`src/ptd_pkg.sv`:
```
// Package with register map, field layout and reset values of the pin transition detector.
package ptd_pkg;
    localparam int PTD_CH = 8;
    localparam logic [8:0] PTD_ADDR_FLAG = 9'h04F;
    localparam logic [8:0] PTD_ADDR_SEL = 9'h16E;
    localparam logic [8:0] PTD_ADDR_MASK = 9'h170;
    localparam logic [7:0] PTD_FLAG_RST = 8'h00;
    localparam logic [15:0] PTD_SEL_RST = 16'h0000;
    localparam logic [7:0] PTD_MASK_RST = 8'h00;
    localparam int PTD_SEL_W = 2;
    localparam logic [1:0] PTD_EDGE_FALL = 2'h0;
    localparam logic [1:0] PTD_EDGE_RISE = 2'h1;
    localparam logic [1:0] PTD_EDGE_BOTH = 2'h2;
endpackage : ptd_pkg

```
`src/ptd_top.sv`:
```
// Eight-channel pin transition detector with register port and interrupt.
// Functional notes
// - Eight channels, each rising, falling or both.
// - Valid edge on channel n sets flag n.
// - Flags stay set until software writes zero.
// - Every reset clears the flag register.
// - Edge select register is word access only.
// - Reset loads edge select with falling edges.
//
// Our own choice: the plain strobed port.
`timescale 1ns/1ps
module ptd_top
    import ptd_pkg::*;
(
    // Clock and reset.
    input wire logic clk,
    input wire logic nrst,
    // Edge input pins.
    input wire logic [7:0] edge_input_pins,
    // Register port.
    input wire logic [8:0] reg_addr,
    input wire logic [15:0] reg_wdata,
    input wire logic reg_wr,
    input wire logic reg_rd,
    input wire logic reg_word,
    output logic [15:0] reg_rdata,
    // Interrupt.
    output logic irq
);
    import ptd_pkg::*;

    logic [7:0] sync1_q;
    logic [7:0] sync2_q;
    logic [7:0] prev_q;
    logic [7:0] hit;
    logic [7:0] edge_flag_bits_q;
    logic [7:0] edge_flag_bits_d;
    logic [15:0] edge_select_control_q;
    logic [7:0] mask_q;
    logic [7:0] mask_d;
    logic wr_flag;
    logic wr_sel;
    logic wr_mask;

    assign wr_flag = reg_wr && (reg_addr == PTD_ADDR_FLAG);
    assign wr_sel = reg_wr && reg_word && (reg_addr == PTD_ADDR_SEL);
    assign wr_mask = reg_wr && (reg_addr == PTD_ADDR_MASK);

    // Two-stage synchroniser, then a third stage holds the previous sample.
    always_ff @(posedge clk) begin
        if (!nrst) begin
            sync1_q <= 8'h00;
            sync2_q <= 8'h00;
            prev_q <= 8'h00;
        end else begin
            sync1_q <= edge_input_pins;
            sync2_q <= sync1_q;
            prev_q <= sync2_q;
        end
    end

    always_comb begin
        for (int i = 0; i < PTD_CH; i++) begin
            case (edge_select_control_q[i*PTD_SEL_W +: PTD_SEL_W])
                PTD_EDGE_FALL: hit[i] = prev_q[i] && !sync2_q[i];
                PTD_EDGE_RISE: hit[i] = !prev_q[i] && sync2_q[i];
                PTD_EDGE_BOTH: hit[i] = prev_q[i] ^ sync2_q[i];
                default: hit[i] = prev_q[i] ^ sync2_q[i];
            endcase
        end
    end

    // Writing zero clears a flag, writing one leaves it; a new edge wins.
    always_comb begin
        edge_flag_bits_d = edge_flag_bits_q;
        if (wr_flag) begin
            edge_flag_bits_d = edge_flag_bits_q & reg_wdata[7:0];
        end
        edge_flag_bits_d = edge_flag_bits_d | hit;
    end

    always_ff @(posedge clk) begin
        if (!nrst) begin
            edge_flag_bits_q <= PTD_FLAG_RST;
        end else begin
            edge_flag_bits_q <= edge_flag_bits_d;
        end
    end

    always_ff @(posedge clk) begin
        if (!nrst) begin
            edge_select_control_q <= PTD_SEL_RST;
        end else if (wr_sel) begin
            edge_select_control_q <= reg_wdata;
        end
    end

    // Next mask value, so that irq follows a mask write in the same cycle as the mask register.
    always_comb begin
        mask_d = mask_q;
        if (wr_mask) begin
            mask_d = reg_wdata[7:0];
        end
    end

    always_ff @(posedge clk) begin
        if (!nrst) begin
            mask_q <= PTD_MASK_RST;
        end else if (wr_mask) begin
            mask_q <= reg_wdata[7:0];
        end
    end

    always_ff @(posedge clk) begin
        if (!nrst) begin
            reg_rdata <= 16'h0000;
        end else if (reg_rd) begin
            case (reg_addr)
                PTD_ADDR_FLAG: reg_rdata <= {8'h00, edge_flag_bits_q};
                PTD_ADDR_SEL: reg_rdata <= reg_word ? edge_select_control_q : 16'h0000;
                PTD_ADDR_MASK: reg_rdata <= {8'h00, mask_q};
                default: reg_rdata <= 16'h0000;
            endcase
        end else begin
            reg_rdata <= 16'h0000;
        end
    end

    always_ff @(posedge clk) begin
        if (!nrst) begin
            irq <= 1'b0;
        end else begin
            irq <= |(edge_flag_bits_d & mask_d);
        end
    end

    // Flag register behaviour.
    a_flag_sets: assert property (
        @(posedge clk) disable iff (!nrst)
        (hit != 8'h00) |=> ((edge_flag_bits_q & $past(hit)) == $past(hit)))
        else $error("edge did not set its flag");

    a_flag_sticky: assert property (
        @(posedge clk) disable iff (!nrst)
        !wr_flag |=> ((edge_flag_bits_q & $past(edge_flag_bits_q)) == $past(edge_flag_bits_q)))
        else $error("flag cleared without a write");

    a_flag_clear: assert property (
        @(posedge clk) disable iff (!nrst)
        (wr_flag && hit == 8'h00)
        |=> (edge_flag_bits_q == ($past(edge_flag_bits_q) & $past(reg_wdata[7:0]))))
        else $error("flag write of zero did not clear");

    a_set_wins: assert property (
        @(posedge clk) disable iff (!nrst)
        (wr_flag && hit != 8'h00) |=> ((edge_flag_bits_q & $past(hit)) == $past(hit)))
        else $error("clear beat a new edge");

    a_no_false_set: assert property (
        @(posedge clk) disable iff (!nrst)
        1'b1 |=> ((edge_flag_bits_q & ~$past(edge_flag_bits_q) & ~$past(hit)) == 8'h00))
        else $error("flag set without an edge");

    a_flag_keep_one: assert property (
        @(posedge clk) disable iff (!nrst)
        wr_flag |=> ((edge_flag_bits_q & $past(edge_flag_bits_q) & $past(reg_wdata[7:0]))
            == ($past(edge_flag_bits_q) & $past(reg_wdata[7:0]))))
        else $error("written one cleared a flag");

    a_flag_reset: assert property (
        @(posedge clk)
        !nrst |=> (edge_flag_bits_q == 8'h00))
        else $error("flags not cleared by reset");

    // Edge select register behaviour.
    a_sel_reset: assert property (
        @(posedge clk)
        !nrst |=> (edge_select_control_q == 16'h0000))
        else $error("edge select not cleared by reset");

    a_sel_byte: assert property (
        @(posedge clk) disable iff (!nrst)
        (reg_wr && !reg_word) |=> $stable(edge_select_control_q))
        else $error("byte write changed edge select");

    a_sel_write: assert property (
        @(posedge clk) disable iff (!nrst)
        wr_sel |=> (edge_select_control_q == $past(reg_wdata)))
        else $error("word write did not load edge select");

    a_sel_other: assert property (
        @(posedge clk) disable iff (!nrst)
        (reg_wr && reg_addr != PTD_ADDR_SEL) |=> $stable(edge_select_control_q))
        else $error("write elsewhere changed edge select");

    a_sel_hold: assert property (
        @(posedge clk) disable iff (!nrst)
        !wr_sel |=> $stable(edge_select_control_q))
        else $error("edge select changed without a write");

    // Detection path.
    a_fall_detect: assert property (
        @(posedge clk) disable iff (!nrst)
        (edge_select_control_q[1:0] == 2'h0 && prev_q[0] && !sync2_q[0]) |-> hit[0])
        else $error("falling edge missed");

    a_pin_path: assert property (
        @(posedge clk) disable iff (!nrst)
        (edge_select_control_q[1:0] == 2'h1 && $stable(edge_select_control_q)
         && !sync1_q[0] ##1 sync1_q[0] && $stable(edge_select_control_q)) |=> hit[0])
        else $error("synchronised rising edge missed");

    a_sync_second: assert property (
        @(posedge clk) disable iff (!nrst)
        1'b1 |=> (sync2_q == $past(sync1_q)))
        else $error("second synchroniser stage skipped");

    a_sync_prev: assert property (
        @(posedge clk) disable iff (!nrst)
        1'b1 |=> (prev_q == $past(sync2_q)))
        else $error("previous sample stage skipped");

    a_sync_reset: assert property (
        @(posedge clk)
        !nrst |=> (sync2_q == 8'h00 && prev_q == 8'h00))
        else $error("pin history not cleared by reset");

    // Each channel decodes its own two-bit field.
    for (genvar g = 0; g < PTD_CH; g++) begin : g_chan_chk
        a_rise_hit: assert property (
            @(posedge clk) disable iff (!nrst)
            (edge_select_control_q[g*PTD_SEL_W +: PTD_SEL_W] == PTD_EDGE_RISE
             && !prev_q[g] && sync2_q[g]) |-> hit[g])
            else $error("rising edge missed");

        a_rise_only: assert property (
            @(posedge clk) disable iff (!nrst)
            (edge_select_control_q[g*PTD_SEL_W +: PTD_SEL_W] == PTD_EDGE_RISE
             && prev_q[g] && !sync2_q[g]) |-> !hit[g])
            else $error("falling edge taken in rise mode");

        a_fall_only: assert property (
            @(posedge clk) disable iff (!nrst)
            (edge_select_control_q[g*PTD_SEL_W +: PTD_SEL_W] == PTD_EDGE_FALL
             && !prev_q[g] && sync2_q[g]) |-> !hit[g])
            else $error("rising edge taken in fall mode");

        a_both_hit: assert property (
            @(posedge clk) disable iff (!nrst)
            (edge_select_control_q[g*PTD_SEL_W +: PTD_SEL_W] == PTD_EDGE_BOTH
             && (prev_q[g] ^ sync2_q[g])) |-> hit[g])
            else $error("edge missed in both mode");

        a_idle_quiet: assert property (
            @(posedge clk) disable iff (!nrst)
            (prev_q[g] == sync2_q[g]) |-> !hit[g])
            else $error("edge seen on a steady pin");
    end

    // Register port and interrupt.
    a_flag_read: assert property (
        @(posedge clk) disable iff (!nrst)
        (reg_rd && reg_addr == PTD_ADDR_FLAG)
        |=> (reg_rdata == {8'h00, $past(edge_flag_bits_q)}))
        else $error("flag read data wrong");

    a_sel_read: assert property (
        @(posedge clk) disable iff (!nrst)
        (reg_rd && reg_word && reg_addr == PTD_ADDR_SEL)
        |=> (reg_rdata == $past(edge_select_control_q)))
        else $error("edge select read data wrong");

    a_sel_byte_read: assert property (
        @(posedge clk) disable iff (!nrst)
        (reg_rd && !reg_word && reg_addr == PTD_ADDR_SEL) |=> (reg_rdata == 16'h0000))
        else $error("byte read of edge select not zero");

    a_rdata_idle: assert property (
        @(posedge clk) disable iff (!nrst)
        !reg_rd |=> (reg_rdata == 16'h0000))
        else $error("read data without a read");

    a_mask_write: assert property (
        @(posedge clk) disable iff (!nrst)
        wr_mask |=> (mask_q == $past(reg_wdata[7:0])))
        else $error("mask write did not land");

    a_mask_reset: assert property (
        @(posedge clk)
        !nrst |=> (mask_q == PTD_MASK_RST))
        else $error("mask not cleared by reset");

    a_irq_reset: assert property (
        @(posedge clk)
        !nrst |=> !irq)
        else $error("interrupt not cleared by reset");

    a_irq_masked: assert property (
        @(posedge clk) disable iff (!nrst)
        (mask_q == 8'h00) |-> !irq)
        else $error("interrupt with all channels masked");

    a_irq_level: assert property (
        @(posedge clk) disable iff (!nrst)
        ##1 (irq == |(edge_flag_bits_q & mask_q)))
        else $error("interrupt level mismatch");
endmodule : ptd_top

```
`config.mk`:
```
export PLATFORM = sky130hd
export DESIGN_NAME = ptd_top
export DESIGN_NICKNAME = d
export VERILOG_FILES = /design/src/ptd_pkg.sv /design/src/ptd_top.sv
export SDC_FILE = /design/constraint.sdc
export NUM_CORES = 1
export LEC_CHECK = 0
export BUFFER_PORTS_ARGS = -buffer_cell sky130_fd_sc_hd__buf_2
export CAP_MARGIN = 20
export CORE_ASPECT_RATIO = 1.4
export CORE_MARGIN = 2
export CORE_UTILIZATION = 49
export CTS_CLUSTER_DIAMETER = 30
export DETAILED_ROUTE_END_ITERATION = 10
export PLACE_DENSITY = 0.74
export SYNTH_ARGS = -nofsm -noshare
export SYNTH_HDL_FRONTEND = slang
export SYNTH_SLANG_ARGS = --single-unit
```
`constraint.sdc`:
```
create_clock -name clk -period 2.35 [get_ports clk]
set_input_delay 0.235 -clock clk [delete_from_list [all_inputs] [get_ports clk]]
set_output_delay 0.235 -clock clk [all_outputs]
set_load 0.01 [all_outputs]
```
==> run summary, run 1 <==
I/O Buffers: 54
Placer Congestion: 0.8631
DR vias/cell: 5.258
All-Layer GR Usage: 19.34%
Area Growth Syn to Fin: 20.94%
Synth Register Bits: 73
Worst-Margin Slew: 0.6307 ns
Top FF cell, synth: dfxtp_1
synth top area cells: dfxtp_1 (50%), and2_1 (6.8%), ha_1 (6.8%)
post-synthesis sequential area ratio: 49.51%
Chip Height: 95.83 um
Placed Cells: 422
hold slack final: 0.09058 ns
Yosys top cell area share: 49.51%
Max stage delay cell, worst path: or4_4
count leader, synth: dfxtp_1
fraction of layout cells with a size suffix above 1: 25.00%
Post-DRT Antenna Nets: 0
top post-synthesis cells by count: dfxtp_1 (73), and2_1 (32), inv_1 (26), nand2_1 (25)
Final Non-Filler Cells: 438
LEAKAGE: 1.488 nW
hold_buf cts: 0
H-tree depth: 3
Layout Utilization: 61.32%
post-layout instance area: 3570 um2
clock sink count: 73
dominant cell type by area after synthesis: dfxtp_1
grt ovf: 0
min Tclk post-route: 2.004 ns
largest net degree at the start of global routing: 58
final number of setup-violating endpoints: 0
Die ar.: 6669 um2
violation count after the first detailed-route iteration: 145
Initial Util: 50.70%
CP Cell Sequence: buf_2 -> or4b_4 -> or4_4 -> mux2i_1 -> o22ai_1 -> o41a_1
drt pass-1 iters: 8
critical path type: input pin to flop
via count: 2303
CTS Buf Count: 9
CTS root buffer: clkbuf_8
row count: 33
Remaining DRCs: 0
final count of pins violating max slew: 0
fmax: 0.4989 GHz
HPWL Detailed: 4214 um
initial antenna violation count: 0
first-pass GRT wire length: 9853 um
outcome: finished clean
worst-path maximum fanout: 8
CP arrival: 2.24 ns
max_slew headroom: 57.85%
post-synth cell types: 31
TritonCTS clock tree: done
Core Area: 5822 um2
RSZ-0062 raised after global routing: false
Tightest Hold Check Type: input pin to flop
cts repair resizes: 0
IO Pins: 55
syn_area_per_cell: 9.839 um2
# diodes: 0
YS warnings: 0
Max stage delay on crit path: 0.60 ns
endpoints failing hold: 0
power per cell area: 702.1 nW/um2
Async S/R FF share, synth: 0%
number of post-CTS setup repair buffers: 0
Post-synth EDFFs: 0
VDD IR-drop max: 0.4062 mV
Worst Path Required: 2.59 ns
endpoint type of the worst setup path: flop
clock latency on the worst-skew pair: 0.35 ns
Routed WL: 6109 um
period utilisation layout: 85.30%
net count after synthesis: 354
Bufs on Longest Clock Path: 2
fin nets: 417
Die Wd: 69.60 um
Post-Syn Area: 2952 um2
CP Launch Type: input pin
Clock transition at path regs: 0.08 ns
max-cap violations: 0
Clock Skew: 0.008916 ns
placed inst area: 3341 um2
routed length per instance: 13.95 um
Cells after Synth: 300
number of global-route vias before repair: 2222
-- critical path: cells and delay by family --
family,cells,cell delay (ns)
compound gates,2,0.53
buf+inv,1,0.11
mux,1,0.24
simple gates,2,1.13
-- cells in the final DEF, fill, tap and decap left out --
cell        count
nor4_2          1
dfxtp_1        73
clkinvlp_4      3
and3_1          1
mux2i_1         8
nor3b_1         2
and2_1         32
inv_1          26
buf_4          11
o311ai_1        1
nand2b_1        2
o41a_1          1
and2b_1         3
ha_1           16
clkinv_4        1
mux2_2          8
a21boi_0       16
o21ai_0         8
bufinv_16       2
or4_4           1
nand3b_1        1
nor2_1          8
or4b_4          1
buf_2          54
or4b_1          1
nand4b_1        1
nand3_1        16
nand2_1        25
nor3_1          2
a221oi_1        8
clkbuf_8       10
nor2b_1        13
a222oi_1        8
o22ai_1         4
-- flip-flops by register name (all words and copies together), names as in the netlist --
| register | cells |
|---|---|
| edge_flag_bits_q | 8 |
| sync2_q | 8 |
| edge_select_control_q | 16 |
| irq | 1 |
| mask_q | 8 |
| sync1_q | 8 |
| prev_q | 8 |
| reg_rdata | 16 |
-- routing by layer --
| metal | routed length, um | part of all wire [%] | GRT usage [%] |
|---|---|---|---|
| met1 | 2614 | 43 | 22.35 |
| met2 | 2996 | 49 | 32.21 |
| met3 | 334 | 5.5 | 5.131 |
| met4 | 163 | 2.7 | 11.76 |
| met5 | 0 | 0 | 0 |
-- path summary, 6_finish.rpt --
kind	from	end	slack, ns	depth (start not counted)
hold / removal	edge_input_pins[1]	sync1_q[1]	0.09	2
setup reg to reg	sync2_q[6]	irq	0.38	6
hold reg to reg	sync1_q[2]	sync2_q[2]	0.43	1
setup / recovery	reg_addr[2]	irq	0.35	6
-- stage by stage --
| step | total power [mW] | setup WS, ns | TNS, ns |
|---|---|---|---|
| 2_1_floorplan | 1.374 | 0.1773 | 0 |
| 3_3_place_gp | 1.436 | 0.03414 | 0 |
| 3_5_place_dp | 1.441 | -0.02273 | -0.02273 |
| 4_1_cts | 2.533 | 0.3578 | 0 |
| 5_1_grt | 2.603 | 0.2199 | 0 |
| 6_report | 2.506 | 0.3455 | 0 |
-- where the power goes --
part           internal [mW]  switching [mW]
registers               1.26          0.0152
clock network          0.627           0.467
logic                 0.0689          0.0646
-- logic make-up after synthesis --
kind of cell	synth area share, %
AND/OR/NAND/NOR	20.64
flip-flops	49.51
adder cells (fa/ha/maj)	6.782
multiplexers	5.765
buffers and inverters	5.256
AO/OA/AOI/OAI	12.04
-- final cells by class --
cell class | count | area, um2
clock inverters | 6 | 91.34
clock buffers | 10 | 137.6
flip-flops and latches | 73 | 1461
fillers | 484 | 2252
multi-input cells | 188 | 1341
inverters | 26 | 97.59
well taps | 70 | 87.58
repair buffers | 65 | 352.8
Note: power is estimated with default switching activity, not from simulation.
==> run 2, diff against run 1 <==
--- a/config.mk
+++ b/config.mk
@@ -6,9 +6,8 @@
 export NUM_CORES = 1
 export LEC_CHECK = 0
 export BUFFER_PORTS_ARGS = -buffer_cell sky130_fd_sc_hd__buf_2
-export CAP_MARGIN = 20
+export CAP_MARGIN = 25
 export CORE_ASPECT_RATIO = 1.4
-export CORE_MARGIN = 2
 export CORE_UTILIZATION = 49
 export CTS_CLUSTER_DIAMETER = 30
 export DETAILED_ROUTE_END_ITERATION = 10
==> run 2 against run 1 <==
Net effect:
- routed wire length decreased by 0.28%
- clock-buffer cell count is 3 higher
- clock skew decreased by 0.0038 ns
- via count is the same
- fmax down 4.7%
- sequential cell count stayed put
- non-clock buffer count rose by 2
- global-route usage grew 2.1 points
- combinational power about the same
- critical path type unchanged
- critical endpoint unchanged
==> run summary, run 2 (synthesis gave the netlist of run 1 again) <==
RSZ-0062 raised after global routing: false
LEAKAGE: 1.485 nW (-0.22%)
fraction of layout cells with a size suffix above 1: 24.86% (-0.14 points)
Remaining DRCs: 0 (unchanged)
Clock transition at path regs: 0.07 ns (about the same)
Layout Utilization: 60.63% (-0.69 points)
final count of pins violating max slew: 0 (unchanged)
final number of setup-violating endpoints: 0 (unchanged)
IO Pins: 55 (unchanged)
max_slew headroom: 71.30% (+13 points)
Placed Cells: 424 (+0.47%)
Area Growth Syn to Fin: 19.58%
Die ar.: 6342 um2 (-4.9%)
commonest non-fill, non-tap cell in the layout: dfxtp_1
initial antenna violation count: 0 (unchanged)
endpoint type of the worst setup path: flop
DR vias/cell: 5.234 (-0.45%)
Routed WL: 6092 um (-0.28%)
Worst Path Required: 2.58 ns (about the same)
Largest regs: edge_select_control_q (16), reg_rdata (16)
Initial Util: 50.70% (unchanged)
outcome: finished clean
Bufs on Longest Clock Path: 2 (unchanged)
cts repair resizes: 0 (unchanged)
hold_buf cts: 0 (unchanged)
final setup margin: 0.2475 ns (-0.09805 ns)
largest net degree at the start of global routing: 58 (unchanged)
fin nets: 419 (+0.48%)
Post-DRT Antenna Nets: 0 (unchanged)
most frequent cells in the layout: dfxtp_1 (73), buf_2 (54), and2_1 (32)
drt pass-1 iters: 5 (-3)
row count: 33 (unchanged)
CTS Buf Count: 9 (unchanged)
CTS root buffer: clkbuf_8
routed length per instance: 13.85 um (-0.73%)
clock sink count: 73 (unchanged)
Worst-Margin Slew: 0.4305 ns (-0.2001 ns)
CP Launch Type: input pin
I/O Buffers: 54 (unchanged)
Tightest Hold Check Type: input pin to flop
grt ovf: 0 (unchanged)
fmax: 0.4756 GHz (-4.7%)
critical path type: input pin to flop
first-pass GRT wire length: 9894 um (+0.42%)
number of post-CTS setup repair buffers: 0 (unchanged)
period utilisation layout: 89.47% (+4.2 points)
dpl ws: -0.05322 ns (-0.03049 ns)
endpoints failing hold: 0 (unchanged)
HPWL Detailed: 4299 um (+2.0%)
min Tclk post-route: 2.103 ns (+0.09805 ns)
via count: 2303 (unchanged)
VDD IR-drop max: 0.4562 mV (+12%)
Die Wd: 67.60 um (-2.9%)
violation count after the first detailed-route iteration: 190 (+31%)
number of global-route vias before repair: 2248 (+1.2%)
Final Non-Filler Cells: 440 (+0.46%)
worst-path maximum fanout: 8 (unchanged)
max-cap violations: 0 (unchanged)
Placer Congestion: 0.8674 (+0.50%)
# diodes: 0 (unchanged)
power per cell area: 644.5 nW/um2 (-8.2%)
H-tree depth: 3 (unchanged)
TritonCTS clock tree: done
Clock Skew: 0.005153 ns (-0.003764 ns)
clock latency on the worst-skew pair: 0.34 ns (about the same)
Chip Height: 93.83 um (-2.1%)
Core Area: 5822 um2 (unchanged)
CP arrival: 2.33 ns (+0.09 ns)
All-Layer GR Usage: 21.47% (+2.1 points)
## run 2: cell types whose count changed in the layout (fill, tap and decap cells not counted)
cell        before  now
clkinvlp_4       3    0
clkbuf_1         0    2
clkbuf_8        10   11
clkinv_4         1    0
bufinv_16        2    0
clkinv_2         0    3
buf_4           11   13
## run 2: per-layer routing
| layer | vias up | wire (um) | part of all wire, % | GRT usage [%] |
|---|---|---|---|---|
| li1 | 1152 | - | - | - |
| met1 | 1054 | 2474 | 41 | 23.33 |
| met2 | 82 | 3007 | 49 | 35.07 |
| met3 | 15 | 439 | 7.2 | 6.675 |
| met4 | 0 | 171 | 2.8 | 13.48 |
| met5 | - | 0 | 0 | 0 |
## run 2: layout make-up
cell class                 instances  area, um2
clock buffer                      13      158.9
inverter                          26      97.59
sequential                        73       1461
timing repair buffer              67      367.9
multi-input combinational        188       1341
clock inverter                     3      15.01
fill                             537       2292
tap                               70      87.58
## run 2: worst max-delay path, stage by stage
cell and delay, ns:
buf_2 0.10, or4b_4 0.53, or4_4 0.60, mux2i_1 0.28
o22ai_1 0.15, o41a_1 0.42
## run 2: final timing paths
path,endpoint,start,cells after the start,slack (ns)
setup / recovery,irq,reg_addr[2],6,0.25
hold / removal,sync1_q[1],edge_input_pins[1],2,0.09
setup reg to reg,irq,sync2_q[6],6,0.42
hold reg to reg,sync2_q[4],sync1_q[4],1,0.43
## run 2: per-stage QoR
step | cell area, um2 | hold WS [ns] | setup TNS [ns] | power (mW)
3_5_place_dp | 3356 | 0.4169 | -0.05322 | 1.439
5_1_grt | 3530 | 0.08463 | 0 | 2.379
6_report | 3530 | 0.09419 | 0 | 2.275
4_1_cts | 3530 | 0.07911 | 0 | 2.300
2_1_floorplan | 2952 | 0.3623 | 0 | 1.374
3_3_place_gp | 3356 | 0.4153 | 0 | 1.436
## run 2: power by group
group	internal [mW]	switching, mW
Sequential	1.26	0.0148
Clock	0.436	0.428
Combinational	0.0691	0.0630
